===== config.mk =====
export PLATFORM = sky130hd
export DESIGN_NAME = srlc_top
export DESIGN_NICKNAME = d
export VERILOG_FILES = /design/src/srlc_pkg.sv /design/src/srlc_top.sv
export SDC_FILE = /design/constraint.sdc
export NUM_CORES = 1
export LEC_CHECK = 0
export BUFFER_PORTS_ARGS = -buffer_cell sky130_fd_sc_hd__buf_4
export CORE_ASPECT_RATIO = 0.7
export CORE_MARGIN = 1
export CORE_UTILIZATION = 48
export DETAILED_ROUTE_END_ITERATION = 7
export GPL_TIMING_DRIVEN = 0
export PLACE_DENSITY = 0.81
export SYNTH_ARGS = -nofsm -noshare
export SYNTH_HDL_FRONTEND = slang
export SYNTH_SLANG_ARGS = --single-unit

===== constraint.sdc =====
create_clock -name i_clk -period 4.2 [get_ports i_clk]
set_clock_uncertainty 0.2 [all_clocks]
set_input_delay 0.21 -clock i_clk [delete_from_list [all_inputs] [get_ports i_clk]]
set_output_delay 0.21 -clock i_clk [all_outputs]
set_load 0.01 [all_outputs]

===== src/srlc_pkg.sv =====
// shared constants and types of the serial radio link block
package srlc_pkg;

  // ==========================================================================
  // clock and line rates
  localparam int CLK_HZ           = 200_000_000;
  localparam int BAUD_DEFAULT_BPS = 57600;
  localparam int RF_RATE_BPS      = 76800;
  localparam int RF_BITS_PER_BYTE = 10;
  localparam logic [15:0] BAUD_DIV_DEFAULT = 16'(CLK_HZ / BAUD_DEFAULT_BPS);
  localparam int RF_BYTE_CYCLES_DEFAULT =
    (CLK_HZ / RF_RATE_BPS) * RF_BITS_PER_BYTE;
  localparam int ACK_WAIT_CYCLES_DEFAULT  = 4 * RF_BYTE_CYCLES_DEFAULT;
  localparam int BACKOFF_SLOT_DEFAULT     = RF_BYTE_CYCLES_DEFAULT;

  // ==========================================================================
  // field limits and reset values
  localparam logic [7:0]  CHAN_MIN       = 8'h10;
  localparam logic [7:0]  CHAN_MAX       = 8'h2F;
  localparam logic [7:0]  COUNT_MIN      = 8'h02;
  localparam logic [7:0]  COUNT_DEFAULT  = 8'h04;
  localparam logic [47:0] MAC_ALL        = 48'hFFFF_FFFF_FFFF;
  localparam logic [15:0] LFSR_SEED      = 16'hACE1;
  localparam logic [1:0]  DLV_CODE_BCAST = 2'h0;
  localparam logic [1:0]  DLV_CODE_AUTO  = 2'h1;
  localparam int          TIMER_W        = 24;

  // ==========================================================================
  // delivery mode, exactly one active
  typedef enum logic [2:0] {
    DLV_BCAST = 3'b001,
    DLV_AUTO  = 3'b010,
    DLV_ADDR  = 3'b100
  } srlc_dlv_e;

  // radio transmit sequencer
  typedef enum logic [4:0] {
    TX_IDLE    = 5'b00001,
    TX_SEND    = 5'b00010,
    TX_ACKWAIT = 5'b00100,
    TX_BACKOFF = 5'b01000,
    TX_GAP     = 5'b10000
  } srlc_tx_e;

endpackage


===== src/srlc_top.sv =====
// serial and packet delivery control, host port to radio
`timescale 1ns/100ps

// Notes on behaviour
// bus mode forwards every host byte to radio, no address filter
// radio packets go out on the bus at once
// half duplex bus: drive only while sending
// clear-to-send is high whenever a byte can be taken
// send to host only while its rts input is low
// rts high holds off all host output until low again
// cts is active by default, whatever the rts option
// bus mode has no rts or cts throttling
// flow control stays local, never sent by radio
// serial rate is configurable, reset default 57600 bit/s
// host runs its port at the configured rate
// radio pacing fixed at 76.8 kbit/s, whatever the serial rate
// after a collision, wait a random back-off of set spread; code backs off only on a collision seen in TX_ACKWAIT
// channel numbers 16 to 47 only; others block the radio
// count unacknowledged sends, drop at max (default 4, 2..255)
// broadcast sends each packet the set number of times, no ack
// exchange only with units of equal channel and network identifier
// encryption ciphers payload with the 56-bit key; wrong key garbles
// own unique 6-byte address names the device
// a set destination address requests radio acks
// broadcast delivery addresses all units on the network
// auto mode learns its destination from the first received source
// addressed mode talks only to the configured destination
// broadcast, auto, addressed delivery: exactly one active
module srlc_top #(
  parameter int RF_BYTE_CYCLES  = srlc_pkg::RF_BYTE_CYCLES_DEFAULT,
  parameter int ACK_WAIT_CYCLES = srlc_pkg::ACK_WAIT_CYCLES_DEFAULT,
  parameter int BACKOFF_SLOT    = srlc_pkg::BACKOFF_SLOT_DEFAULT
) (
  // clock and reset
  input  wire logic        i_clk,
  input  wire logic        i_sys_rst,
  // configuration
  input  wire logic        i_bus_mode,
  input  wire logic        i_rts_enable,
  input  wire logic        i_baud_load,
  input  wire logic [15:0] i_baud_div,
  input  wire logic [7:0]  i_backoff_spread,
  input  wire logic [7:0]  i_channel,
  input  wire logic [7:0]  i_network_identifier,
  input  wire logic [7:0]  i_max_retries,
  input  wire logic [7:0]  i_bcast_attempts,
  input  wire logic        i_crypt_en,
  input  wire logic [55:0] i_crypt_key,
  input  wire logic [47:0] i_own_mac,
  input  wire logic [47:0] i_dest_mac,
  input  wire logic [1:0]  i_delivery,
  // host pins and serial byte streams
  input  wire logic        i_host_rts,
  output logic             o_host_cts,
  output logic             o_baud_tick,
  input  wire logic        i_host_rx_valid,
  input  wire logic [7:0]  i_host_rx_data,
  output logic             o_host_rx_ready,
  output logic             o_host_tx_valid,
  output logic [7:0]       o_host_tx_data,
  input  wire logic        i_host_tx_ready,
  output logic             o_bus_drive,
  // radio transmit side
  output logic             o_rf_tx_valid,
  output logic [7:0]       o_rf_tx_data,
  output logic [47:0]      o_rf_tx_dest,
  output logic [47:0]      o_rf_tx_src,
  output logic [7:0]       o_rf_tx_chan,
  output logic [7:0]       o_rf_tx_netid,
  output logic             o_rf_tx_ack_req,
  input  wire logic        i_rf_tx_ready,
  input  wire logic        i_rf_ack,
  input  wire logic        i_rf_collision,
  output logic             o_rf_done,
  output logic             o_rf_drop,
  // radio receive side
  input  wire logic        i_rf_rx_valid,
  input  wire logic [7:0]  i_rf_rx_data,
  input  wire logic [47:0] i_rf_rx_src,
  input  wire logic [47:0] i_rf_rx_dst,
  input  wire logic [7:0]  i_rf_rx_chan,
  input  wire logic [7:0]  i_rf_rx_netid,
  output logic             o_rf_rx_ready,
  // status
  output logic             o_chan_invalid,
  output logic             o_dest_learned
);

  // ==========================================================================
  // helper functions
  // clamp a count to 2..255
  function automatic logic [7:0] clamp_count(input logic [7:0] v);
    clamp_count = (v < srlc_pkg::COUNT_MIN) ? srlc_pkg::COUNT_MIN : v;
  endfunction

  // fold the key into one keystream byte
  function automatic logic [7:0] key_byte(input logic [55:0] k, input logic [2:0] idx);
    logic [7:0] acc;
    acc = 8'h00;
    for (int n = 0; n < 7; n++) begin
      acc = acc ^ k[n*8 +: 8];
    end
    key_byte = acc ^ k[(32'(idx) % 7) * 8 +: 8];
  endfunction

  // ==========================================================================
  // rts pin synchroniser
  logic rts_meta;
  logic rts_sync;

  always_ff @(posedge i_clk) begin
    rts_meta <= i_host_rts;
    rts_sync <= rts_meta;
  end

  // ==========================================================================
  // serial rate divider
  logic [15:0] baud_div;
  logic [15:0] baud_cnt;
  wire         baud_wrap = (baud_cnt >= baud_div - 16'h0001);

  always_ff @(posedge i_clk) begin
    if (i_sys_rst) begin
      baud_div    <= srlc_pkg::BAUD_DIV_DEFAULT;
      baud_cnt    <= 16'h0000;
      o_baud_tick <= 1'b0;
    end else begin
      if (i_baud_load) begin
        baud_div <= (i_baud_div == 16'h0000) ? 16'h0001 : i_baud_div;
      end
      baud_cnt    <= baud_wrap ? 16'h0000 : baud_cnt + 16'h0001;
      o_baud_tick <= baud_wrap;
    end
  end

  // ==========================================================================
  // configuration decode
  wire srlc_pkg::srlc_dlv_e dlv =
    (i_delivery == srlc_pkg::DLV_CODE_BCAST) ? srlc_pkg::DLV_BCAST :
    (i_delivery == srlc_pkg::DLV_CODE_AUTO)  ? srlc_pkg::DLV_AUTO  :
                                               srlc_pkg::DLV_ADDR;
  wire       chan_ok   = (i_channel >= srlc_pkg::CHAN_MIN) &&
                         (i_channel <= srlc_pkg::CHAN_MAX);
  wire [7:0] max_tries = clamp_count(i_max_retries);
  wire [7:0] max_bcast = clamp_count(i_bcast_attempts);
  wire       is_bcast  = (dlv == srlc_pkg::DLV_BCAST);
  logic [47:0] learned_mac;
  logic        learned;
  wire [47:0] dest_sel =
    is_bcast                      ? srlc_pkg::MAC_ALL :
    (dlv == srlc_pkg::DLV_AUTO)   ? (learned ? learned_mac : srlc_pkg::MAC_ALL) :
                                    i_dest_mac;
  wire need_ack = !is_bcast && (dest_sel != srlc_pkg::MAC_ALL);

  // ==========================================================================
  // two-entry host-to-radio buffer
  logic [7:0] buf_mem [0:1];
  logic       buf_wptr;
  logic       buf_rptr;
  logic [1:0] buf_cnt;
  logic       buf_pop;
  // all bus bytes are taken, no address check
  wire        buf_push   = i_host_rx_valid && o_host_rx_ready;
  wire [1:0]  next_cnt   = buf_cnt + {1'b0, buf_push} - {1'b0, buf_pop};
  wire        buf_valid  = (buf_cnt != 2'h0);
  wire [7:0]  buf_head   = buf_mem[buf_rptr];

  always_ff @(posedge i_clk) begin
    if (buf_push) begin
      buf_mem[buf_wptr] <= i_host_rx_data;
    end
  end

  // buffer pointers, readiness and clear-to-send
  always_ff @(posedge i_clk) begin
    if (i_sys_rst) begin
      buf_wptr        <= 1'b0;
      buf_rptr        <= 1'b0;
      buf_cnt         <= 2'h0;
      o_host_rx_ready <= 1'b1;
      o_host_cts      <= 1'b1;
    end else begin
      buf_wptr        <= buf_wptr ^ buf_push;
      buf_rptr        <= buf_rptr ^ buf_pop;
      buf_cnt         <= next_cnt;
      o_host_rx_ready <= (next_cnt != 2'h2);
      // cts follows buffer room, except in bus mode
      o_host_cts      <= i_bus_mode || (next_cnt != 2'h2);
    end
  end

  // ==========================================================================
  // random source for collision back-off
  logic [15:0] lfsr;

  always_ff @(posedge i_clk) begin
    if (i_sys_rst) begin
      lfsr <= srlc_pkg::LFSR_SEED;
    end else begin
      lfsr <= {lfsr[14:0], lfsr[15] ^ lfsr[13] ^ lfsr[12] ^ lfsr[10]};
    end
  end

  // ==========================================================================
  // radio transmit sequencer
  localparam int TIMER_W = srlc_pkg::TIMER_W;
  srlc_pkg::srlc_tx_e tx_st;
  srlc_pkg::srlc_tx_e next_tx_st;
  logic [7:0]         tries;
  logic [TIMER_W-1:0] timer;
  logic [7:0]         slots;
  logic               resend;
  logic [2:0]         key_idx;

  wire timer_done = (timer == '0);
  wire sent       = (tx_st == srlc_pkg::TX_SEND) && o_rf_tx_valid && i_rf_tx_ready;
  wire next_tries_hit = ((tries + 8'h01) >= (is_bcast ? max_bcast : max_tries));
  wire ack_timeout    = (tx_st == srlc_pkg::TX_ACKWAIT) && timer_done && !i_rf_ack;
  wire collide        = (tx_st == srlc_pkg::TX_ACKWAIT) && i_rf_collision && !i_rf_ack;
  wire give_up        = ack_timeout && (tries >= max_tries);
  wire bcast_last     = sent && is_bcast && next_tries_hit;
  wire acked          = (tx_st == srlc_pkg::TX_ACKWAIT) && i_rf_ack;

  assign buf_pop = acked || give_up || bcast_last ||
                   (sent && !is_bcast && !need_ack);

  // next state of the sequencer
  always_comb begin
    next_tx_st = tx_st;
    case (tx_st)
      srlc_pkg::TX_IDLE: begin
        if (buf_valid && chan_ok) begin
          next_tx_st = srlc_pkg::TX_SEND;
        end
      end
      srlc_pkg::TX_SEND: begin
        if (sent) begin
          next_tx_st = (need_ack && !is_bcast) ? srlc_pkg::TX_ACKWAIT : srlc_pkg::TX_GAP;
        end
      end
      srlc_pkg::TX_ACKWAIT: begin
        if (acked || ack_timeout) begin
          next_tx_st = srlc_pkg::TX_GAP;
        end else if (collide) begin
          next_tx_st = srlc_pkg::TX_BACKOFF;
        end
      end
      srlc_pkg::TX_BACKOFF: begin
        if (timer_done && slots == 8'h00) begin
          next_tx_st = srlc_pkg::TX_SEND;
        end
      end
      srlc_pkg::TX_GAP: begin
        if (timer_done) begin
          next_tx_st = resend ? srlc_pkg::TX_SEND : srlc_pkg::TX_IDLE;
        end
      end
      default: begin
        next_tx_st = srlc_pkg::TX_IDLE;
      end
    endcase
  end

  // state, attempt count and resend flag
  always_ff @(posedge i_clk) begin
    if (i_sys_rst) begin
      tx_st  <= srlc_pkg::TX_IDLE;
      tries  <= 8'h00;
      resend <= 1'b0;
    end else begin
      tx_st <= next_tx_st;
      if (tx_st == srlc_pkg::TX_IDLE) begin
        tries <= 8'h00;
      end else if (sent) begin
        tries <= tries + 8'h01;
      end
      if (sent) begin
        resend <= is_bcast && !next_tries_hit;
      end else if (ack_timeout) begin
        resend <= !give_up;
      end else if (acked) begin
        resend <= 1'b0;
      end
    end
  end

  // pacing, ack wait and back-off timer
  always_ff @(posedge i_clk) begin
    if (i_sys_rst) begin
      timer <= '0;
      slots <= 8'h00;
    end else if (sent) begin
      timer <= need_ack && !is_bcast ? TIMER_W'(ACK_WAIT_CYCLES) :
                                       TIMER_W'(RF_BYTE_CYCLES);
    end else if (collide) begin
      timer <= TIMER_W'(BACKOFF_SLOT);
      slots <= lfsr[7:0] & i_backoff_spread;
    end else if (acked || ack_timeout) begin
      timer <= TIMER_W'(RF_BYTE_CYCLES);
    end else if (!timer_done) begin
      timer <= timer - TIMER_W'(1);
    end else if (tx_st == srlc_pkg::TX_BACKOFF && slots != 8'h00) begin
      timer <= TIMER_W'(BACKOFF_SLOT);
      slots <= slots - 8'h01;
    end
  end

  // radio frame outputs, ciphered if enabled
  wire [7:0] tx_plain = buf_head;
  wire [7:0] tx_byte  = i_crypt_en ? (tx_plain ^ key_byte(i_crypt_key, key_idx)) :
                                     tx_plain;

  always_ff @(posedge i_clk) begin
    if (i_sys_rst) begin
      o_rf_tx_valid   <= 1'b0;
      o_rf_tx_data    <= 8'h00;
      o_rf_tx_dest    <= srlc_pkg::MAC_ALL;
      o_rf_tx_src     <= 48'h0000_0000_0000;
      o_rf_tx_chan    <= 8'h00;
      o_rf_tx_netid   <= 8'h00;
      o_rf_tx_ack_req <= 1'b0;
      o_rf_done       <= 1'b0;
      o_rf_drop       <= 1'b0;
      key_idx         <= 3'h0;
    end else begin
      o_rf_tx_valid   <= (next_tx_st == srlc_pkg::TX_SEND) && !sent;
      o_rf_tx_data    <= tx_byte;
      o_rf_tx_dest    <= dest_sel;
      o_rf_tx_src     <= i_own_mac;
      o_rf_tx_chan    <= i_channel;
      o_rf_tx_netid   <= i_network_identifier;
      o_rf_tx_ack_req <= need_ack;
      o_rf_done       <= acked || bcast_last || (sent && !is_bcast && !need_ack);
      o_rf_drop       <= give_up;
      if (buf_pop) begin
        key_idx <= key_idx + 3'h1;
      end
    end
  end

  // ==========================================================================
  // radio receive filter and destination learning
  wire rx_net_ok  = chan_ok && (i_rf_rx_chan == i_channel) &&
                    (i_rf_rx_netid == i_network_identifier);
  wire rx_to_me   = (i_rf_rx_dst == i_own_mac) ||
                    (i_rf_rx_dst == srlc_pkg::MAC_ALL);
  wire rx_peer_ok = (dlv == srlc_pkg::DLV_ADDR) ? (i_rf_rx_src == i_dest_mac) :
                    (dlv == srlc_pkg::DLV_AUTO && learned) ? (i_rf_rx_src == learned_mac) :
                    1'b1;
  wire rx_take    = i_rf_rx_valid && o_rf_rx_ready;
  wire rx_keep    = rx_take && rx_net_ok && rx_to_me && rx_peer_ok;

  always_ff @(posedge i_clk) begin
    if (i_sys_rst) begin
      learned        <= 1'b0;
      learned_mac    <= srlc_pkg::MAC_ALL;
      o_dest_learned <= 1'b0;
      o_chan_invalid <= 1'b0;
    end else begin
      if (rx_keep && dlv == srlc_pkg::DLV_AUTO && !learned) begin
        learned     <= 1'b1;
        learned_mac <= i_rf_rx_src;
      end
      o_dest_learned <= learned;
      o_chan_invalid <= !chan_ok;
    end
  end

  // ==========================================================================
  // received byte toward host or bus
  logic       hold_valid;
  logic [7:0] hold_data;
  logic [2:0] rx_key_idx;
  wire        host_took = o_host_tx_valid && i_host_tx_ready;
  wire        next_hold = rx_keep || (hold_valid && !host_took);
  // rts gates only the serial port with flow control on
  wire        may_send  = i_bus_mode || !i_rts_enable || !rts_sync;
  wire [7:0]  rx_plain  = i_crypt_en ?
                          (i_rf_rx_data ^ key_byte(i_crypt_key, rx_key_idx)) :
                          i_rf_rx_data;

  always_ff @(posedge i_clk) begin
    if (i_sys_rst) begin
      hold_valid      <= 1'b0;
      hold_data       <= 8'h00;
      rx_key_idx      <= 3'h0;
      o_rf_rx_ready   <= 1'b1;
      o_host_tx_valid <= 1'b0;
      o_host_tx_data  <= 8'h00;
      o_bus_drive     <= 1'b0;
    end else begin
      hold_valid <= next_hold;
      if (rx_keep) begin
        hold_data  <= rx_plain;
        rx_key_idx <= rx_key_idx + 3'h1;
      end
      o_rf_rx_ready   <= !next_hold;
      o_host_tx_valid <= next_hold && may_send;
      o_host_tx_data  <= rx_keep ? rx_plain : hold_data;
      o_bus_drive     <= i_bus_mode && next_hold;
    end
  end

endmodule


# Yosys cells after proc, flatten, opt, wreduce, memory -nomap -nowiden
# Memories as Yosys holds them, arrays and structs flattened. A register that Yosys moved wholly into a read port is not among the register bits.
# Cells that the tools add are included.
dict set report word_totals {
  out_inout_bits 140
  register_bits 296
  ram_bits 16
  n_memories 1
}
# memory depth word_bits rd rd_ports_with_merged_regs wr line
set mem_list {}
lappend mem_list {buf_mem 2 8 1 1 1 srlc_top.sv:157} ;# logic [7:0] buf_mem [0:1];
dict set report op_classes {
  order_cmp 7
  shift 2
  mux 38
  div_mod_pow 2
  eq_ne 20
  n_addsub 9
  n_reduce_logical 69
  bitwise_logic 17
}
# cell n
set ops {}
lappend ops {{48-bit equality test} 3}
lappend ops {{48-bit 2-to-1 mux} 3}
lappend ops {{24-bit 2-to-1 mux} 5}
lappend ops {{56-bit by 33-bit variable part select with 8-bit output} 2}
lappend ops {{8-bit XOR} 10}
lappend ops {{8-bit 2-to-1 mux} 9}
lappend ops {{3-bit by 3-bit remainder unit with 32-bit output, second input constant} 2}
lappend ops {{48-bit equality test, second input constant} 1}
lappend ops {{48-bit inequality test, second input constant} 1}
lappend ops {{5-bit 2-to-1 mux} 7}
lappend ops {{1-bit logical AND} 34}
lappend ops {{5-bit case mux with 5 select lines} 1}
lappend ops {{24-bit logical NOT} 1}
lappend ops {{24-bit by 1-bit subtractor with 24-bit output, second input constant} 1}
lappend ops {{17-bit 2-to-1 mux} 1}
lappend ops {{16-bit by 1-bit adder with 16-bit output, second input constant} 1}
lappend ops {{8-bit equality test} 2}
lappend ops {{16-bit >= comparator} 1}
lappend ops {{8-bit >= comparator} 2}
lappend ops {{16-bit logical NOT} 1}
lappend ops {{8-bit by 2-bit less-than comparator with 1-bit output, second input constant} 2}
lappend ops {{16-bit 2-to-1 mux} 1}
lappend ops {{16-bit by 1-bit subtractor with 16-bit output, second input constant} 1}
lappend ops {{1-bit logical NOT} 12}
lappend ops {{other kinds (32)} 60}

# Longest topological paths before layout
dict set report logic_depth {
  word_depth 14
  mapped_depth 20
}

# Worst setup path after synthesis
# Ideal clock, no wire load.
dict set report synth_path {
  path_type {register -> register}
  from {register tries[0]}
  to {register o_host_cts}
  path_slack_ps -97
  setup_ps 117
  path_stages_with_launch 20
  path_buffers 0
  arrival_time_ps 3980
  cell_sequence {dfxtp_1 ha_1 nand3_1 or2_2 xnor2_1 ha_1 a2111oi_0 nor2b_1 o21ai_0 nand4_1 a21oi_1 a211oi_1 inv_1 ha_1 inv_1 ha_1 xor2_1 xnor2_1 or3_1 nand2b_1}
}
dict set report synth_via {
  elab_chain_cells 8
}
# item line
set synth_rtl {}
lappend synth_rtl {{start: declaration} srlc_top.sv:209} ;# logic [7:0] tries;
lappend synth_rtl {{start signal: assignment} srlc_top.sv:275} ;# tries <= tries + 8'h01;
lappend synth_rtl {{8-bit by 1-bit adder with 8-bit output or 8-bit >= comparator (tied branches)} {srlc_top.sv:217, srlc_top.sv:220}}
lappend synth_rtl {{8-bit >= comparator or 1-bit logical AND (tied branches)} {srlc_top.sv:217, srlc_top.sv:220}}
lappend synth_rtl {{1-bit logical AND or 1-bit logical OR (tied branches)} {srlc_top.sv:221, srlc_top.sv:224}}
lappend synth_rtl {{1-bit logical OR (*) (2 in a row)} srlc_top.sv:224} ;# assign buf_pop = acked || give_up || bcast_last ||
lappend synth_rtl {{net buf_pop} srlc_top.sv:161} ;# logic buf_pop;
lappend synth_rtl {{2-bit by 1-bit subtractor with 2-bit output (*)} srlc_top.sv:164} ;# wire [1:0] next_cnt = buf_cnt + {1'b0, buf_push} - {1'b0, buf_pop};
lappend synth_rtl {{2-bit inequality test (*)} srlc_top.sv:188} ;# o_host_cts <= i_bus_mode || (next_cnt != 2'h2);
lappend synth_rtl {{1-bit logical OR (*)} srlc_top.sv:188}
lappend synth_rtl {{end signal: assignment} srlc_top.sv:188}
lappend synth_rtl {{end: declaration} srlc_top.sv:54} ;# output logic o_host_cts,
# The timed path passes the listed nets; every way through them passes the cells marked *.
# A chain may end at the register's enable or synchronous reset.

# Final worst setup path
dict set report layout_path {
  from {input i_rf_rx_src[18]}
  to {register o_host_tx_valid}
}
dict set report layout_via {
  elab_chain_cells 6
}
# item line
set layout_rtl {}
lappend layout_rtl {{start: declaration} srlc_top.sv:79} ;# input wire logic [47:0] i_rf_rx_src,
lappend layout_rtl {{48-bit equality test} srlc_top.sv:348} ;# (dlv == srlc_pkg::DLV_AUTO && learned) ? (i_rf_rx_src == learned_mac) :
lappend layout_rtl {{1-bit 2-to-1 mux} srlc_top.sv:348}
lappend layout_rtl {{1-bit 2-to-1 mux (*)} srlc_top.sv:347} ;# wire rx_peer_ok = (dlv == srlc_pkg::DLV_ADDR) ? (i_rf_rx_src == i_dest_mac) :
lappend layout_rtl {{1-bit logical AND (*)} srlc_top.sv:351} ;# wire rx_keep = rx_take && rx_net_ok && rx_to_me && rx_peer_ok;
lappend layout_rtl {{1-bit logical OR (*)} srlc_top.sv:375} ;# wire next_hold = rx_keep || (hold_valid && !host_took);
lappend layout_rtl {{1-bit logical AND (*)} srlc_top.sv:398} ;# o_host_tx_valid <= next_hold && may_send;
lappend layout_rtl {{end signal: assignment} srlc_top.sv:398}
lappend layout_rtl {{end: declaration} srlc_top.sv:59} ;# output logic o_host_tx_valid,
# Mark *: on every way between the ends. The rest lies on a longest branch, timed or not.

==> results.toml <==
[timing]
rsz0062_at_grt = "no"
finalSetupViolCount = 0
worst-slew-pin-transition_ns = 1.35
hold_violations = 0
fin_crit_sh_pct = 96.5
fin_ws_ns = 0.147
max_slew_margin_pct = 9.58
slew_violations = 0
fmax_mhz = 247
fin_crit_ns = 4.05

[placement]
gp_congestion = 1.04
hpwlAfterDp_um = 51000
place_area_mm2 = 0.0209
pre_cts_ws_ns = -1.13
portBuffers = 490

[critical_path]
path_cells = "dlygate4sd3_1, buf_4, xor2_1, nor4_1, nand4_1, o31ai_1, o31ai_1, or2_2, clkbuf_1, a21oi_1, inv_1, a31oi_1, dlygate4sd3_1"
max_stage_delay_ns = 0.96
worstPathArrival_ns = 4.38
slowest_stage = "nor4_1"
start_kind = "primary input"
rrSetupSlack_ns = 0.17
path_class = "in -> reg"
critPathRequiredTime_ns = 4.52
reg2reg_from = "baud_div[2]"
cp-end-kind = "flip-flop"
path_max_fanout = 3
reg2reg_depth = 14
r2r-end = "baud_cnt[13]"

[synthesis]
synth_top_area_share_pct = 35.7
syn_area_mm2 = 0.0166
ys_seq_elements = 312
yosysTopAreaCell = "dfxtp_1"
synth_warnings = 0
synth-compound-area-share_pct = 10.7
synth_ff_type = "dfxtp_1"
async_flop_share_pct = 0
synth_fp_nets = 2242
synthAdderAreaFrac_pct = 3.54
synth.yosys.seq_area_share_pct = 38.5
synthXorXnorAreaFrac_pct = 16.0
synth-edff-count = 16
synthMuxAreaShare_pct = 5.08
synth_top_family_by_area = "simple AND/OR/NAND/NOR gates"
synth.distinct_cells = 67
yosys.area_share.simple_pct = 22.4
syn_avg_cell_area_um2 = 9.01
syn_inst = 1844
ys_top_cells_by_area = "dfxtp_1 36%, xor2_1 10%, xnor2_1 5.6%, nor2b_1 5.2%, ha_1 3.5%"

[clock_network]
htreeDepth = 1
clk_pin_slew_ns = 0.06
clk_latency_ns = 0.58
clock_path_buffers = 3
cts_root_buf = "clkbuf_16"
cts.sinks = 312
cts_buffers = 30
cts_tree = "built"

[final_layout]
final_cell_area_mm2 = 0.0244
layout_common_cells = "493 x buf_4, 291 x dfxtp_1, 218 x dlygate4sd3_1, 195 x xor2_1, 152 x nor2_1"
syn_to_final_growth_pct = 46.5
final_common_cell = "buf_4"
fin_nets = 2984
drive_above_1_share_pct = 23.2

[run]
maxCapViolations = 0

[min_path]
worstHoldStart = "i_rf_rx_chan[4]"
min_to = "learned"
holdPathStages = 6
hp-class = "in -> reg"

[drt]
vias = 17911
drcViolationCount = 0
avgRoutedWirePerCell_um = 23.0
drt_first_pass_iters = 6
vias_per_cell = 5.82
wl_um = 70900
drtIter0Drc = 2129
ant_nets = 0

[pwr]
power.density_mw_per_mm2 = 354
p_leak_nw = 10.5
peakVddDrop_mv = 0.306

[floorplanning]
design.core.area_mm2 = 0.0338
chipWidth_um = 224
dieArea_mm2 = 0.0354
initial_core_util_pct = 49.2
row_count = 56
die_h_um = 158
io_pins = 491

[grt]
grt-ovfl-total = 0
track_usage_pct = 37.8
grt_pass1_vias = 17365
grt_max_degree = 16
grt_first_pass_wirelength_um = 102000
antenna_found_initial = 8

[run_status]
status = "finished, final reports clean"
cells in the mapped netlist (all sizes together), types with 5 or more instances:
| cell type | count |
|---|---|
| clkbuf | 74 |
| a311oi | 6 |
| and2 | 8 |
| nand2 | 86 |
| nand2b | 18 |
| or4 | 6 |
| edfxtp | 16 |
| ha | 47 |
| xor2 | 195 |
| o211ai | 8 |
| buf | 10 |
| nand3 | 39 |
| a21oi | 41 |
| nand4 | 64 |
| a31oi | 9 |
| o21a | 5 |
| nor3 | 87 |
| a21o | 7 |
| a211o | 53 |
| or3 | 12 |
| mux2i | 57 |
| dfxtp | 296 |
| mux2 | 5 |
| nor2 | 154 |
| a211oi | 17 |
| o21ai | 23 |
| xnor2 | 107 |
| nor2b | 138 |
| o31ai | 5 |
| inv | 81 |
| a2bb2oi | 7 |
| or2 | 12 |
| nor4 | 58 |
| o21bai | 49 |
| mux4 | 9 |
critical path, delay by kind of cell:
family / cells / cell delay [ns]
AOI/OAI and AO/OA: 4 / 0.88
and+or+nand+nor: 3 / 1.48
buffers and inverters: 5 / 1.55
xor gates and xnor gates: 1 / 0.25
report_power, final:
group | leakage (nW) | internal (mW) | switching, mW
Combinational | 7.35 | 1.05 | 1.15
Clock | 0.551 | 1.82 | 1.25
Sequential | 2.58 | 3.20 | 0.163
worst max-delay path by stage:
stage,from,endpoint,slack (ns)
2_1_floorplan,tries[0],o_host_cts,0.09
3_3_place_gp,i_delivery[1],o_host_cts,-0.98
3_5_place_dp,i_delivery[1],o_host_cts,-1.13
4_1_cts,tries[0],o_host_cts,0.007
5_1_grt,tries[0],o_host_cts,0.001
6_report,i_rf_rx_src[18],o_host_tx_valid,0.15
repair_timing:
action                                  4_1_cts  5_1_grt
setup buffers                                 2        0
hold buffers                                218        0
gates resized for setup                      13       21
endpoints found under the setup margin        4       56
pin swaps                                     2        5
cloned                                        0        0
endpoints found under the hold margin       232        0
registers in the layout (all words and copies together) (netlist names), 2 cells and up:
name / count
baud_div: 16
buf_cnt: 2
o_rf_tx_chan: 8
key_idx: 3
rx_key_idx: 3
slots: 8
o_rf_tx_data: 8
hold_data: 8
learned_mac: 48
timer: 24
o_rf_tx_netid: 8
tx_st: 5
buf_mem: 16
o_rf_tx_dest: 48
lfsr: 16
tries: 8
o_rf_tx_src: 48
baud_cnt: 16
area by class of cell:
class                           instances  area (um^2)
Timing Repair Buffer                  710         5880
Buffer                                 84          325
Antenna cell                            4         10.0
Multi-Input combinational cell       1367         9720
Tap cell                              464          581
Clock inverter                         15          211
Fill cell                            2435         9420
Sequential cell                       312         6420
Inverter                               81          304
Clock buffer                           41          905
routing by layer:
metal | global-route usage (%) | share of wire, % | vias to the layer above
met5 | 0 | 0.096 | -
met4 | 13.0 | 3.8 | 10
met3 | 10.7 | 11 | 249
met2 | 58.0 | 44 | 1151
met1 | 50.9 | 41 | 8597
li1 | - | - | 7904
per-stage QoR:
stage	setup TNS (ns)	hold WS, ns	util [%]	total power [mW]	instances
floorplan	0	0.0377	-	4.50	1844
global placement	-2.94	0.112	61.8	5.25	2798
detailed placement	-3.81	0.121	61.8	5.32	2798
CTS	0	0.0404	71.8	8.52	3074
global route	0	0.0585	72.1	8.91	3077
finish	0	0.0372	72.1	8.63	3078
logic make-up after synthesis:
| kind of cell | Yosys count |
|---|---|
| simple gates | 702 |
| flops | 312 |
| xor+xnor | 302 |
| compound gates | 245 |
| buf+inv | 165 |
| mux | 71 |
| fa+ha+maj | 47 |
Power figures use the tool's default switching activity.
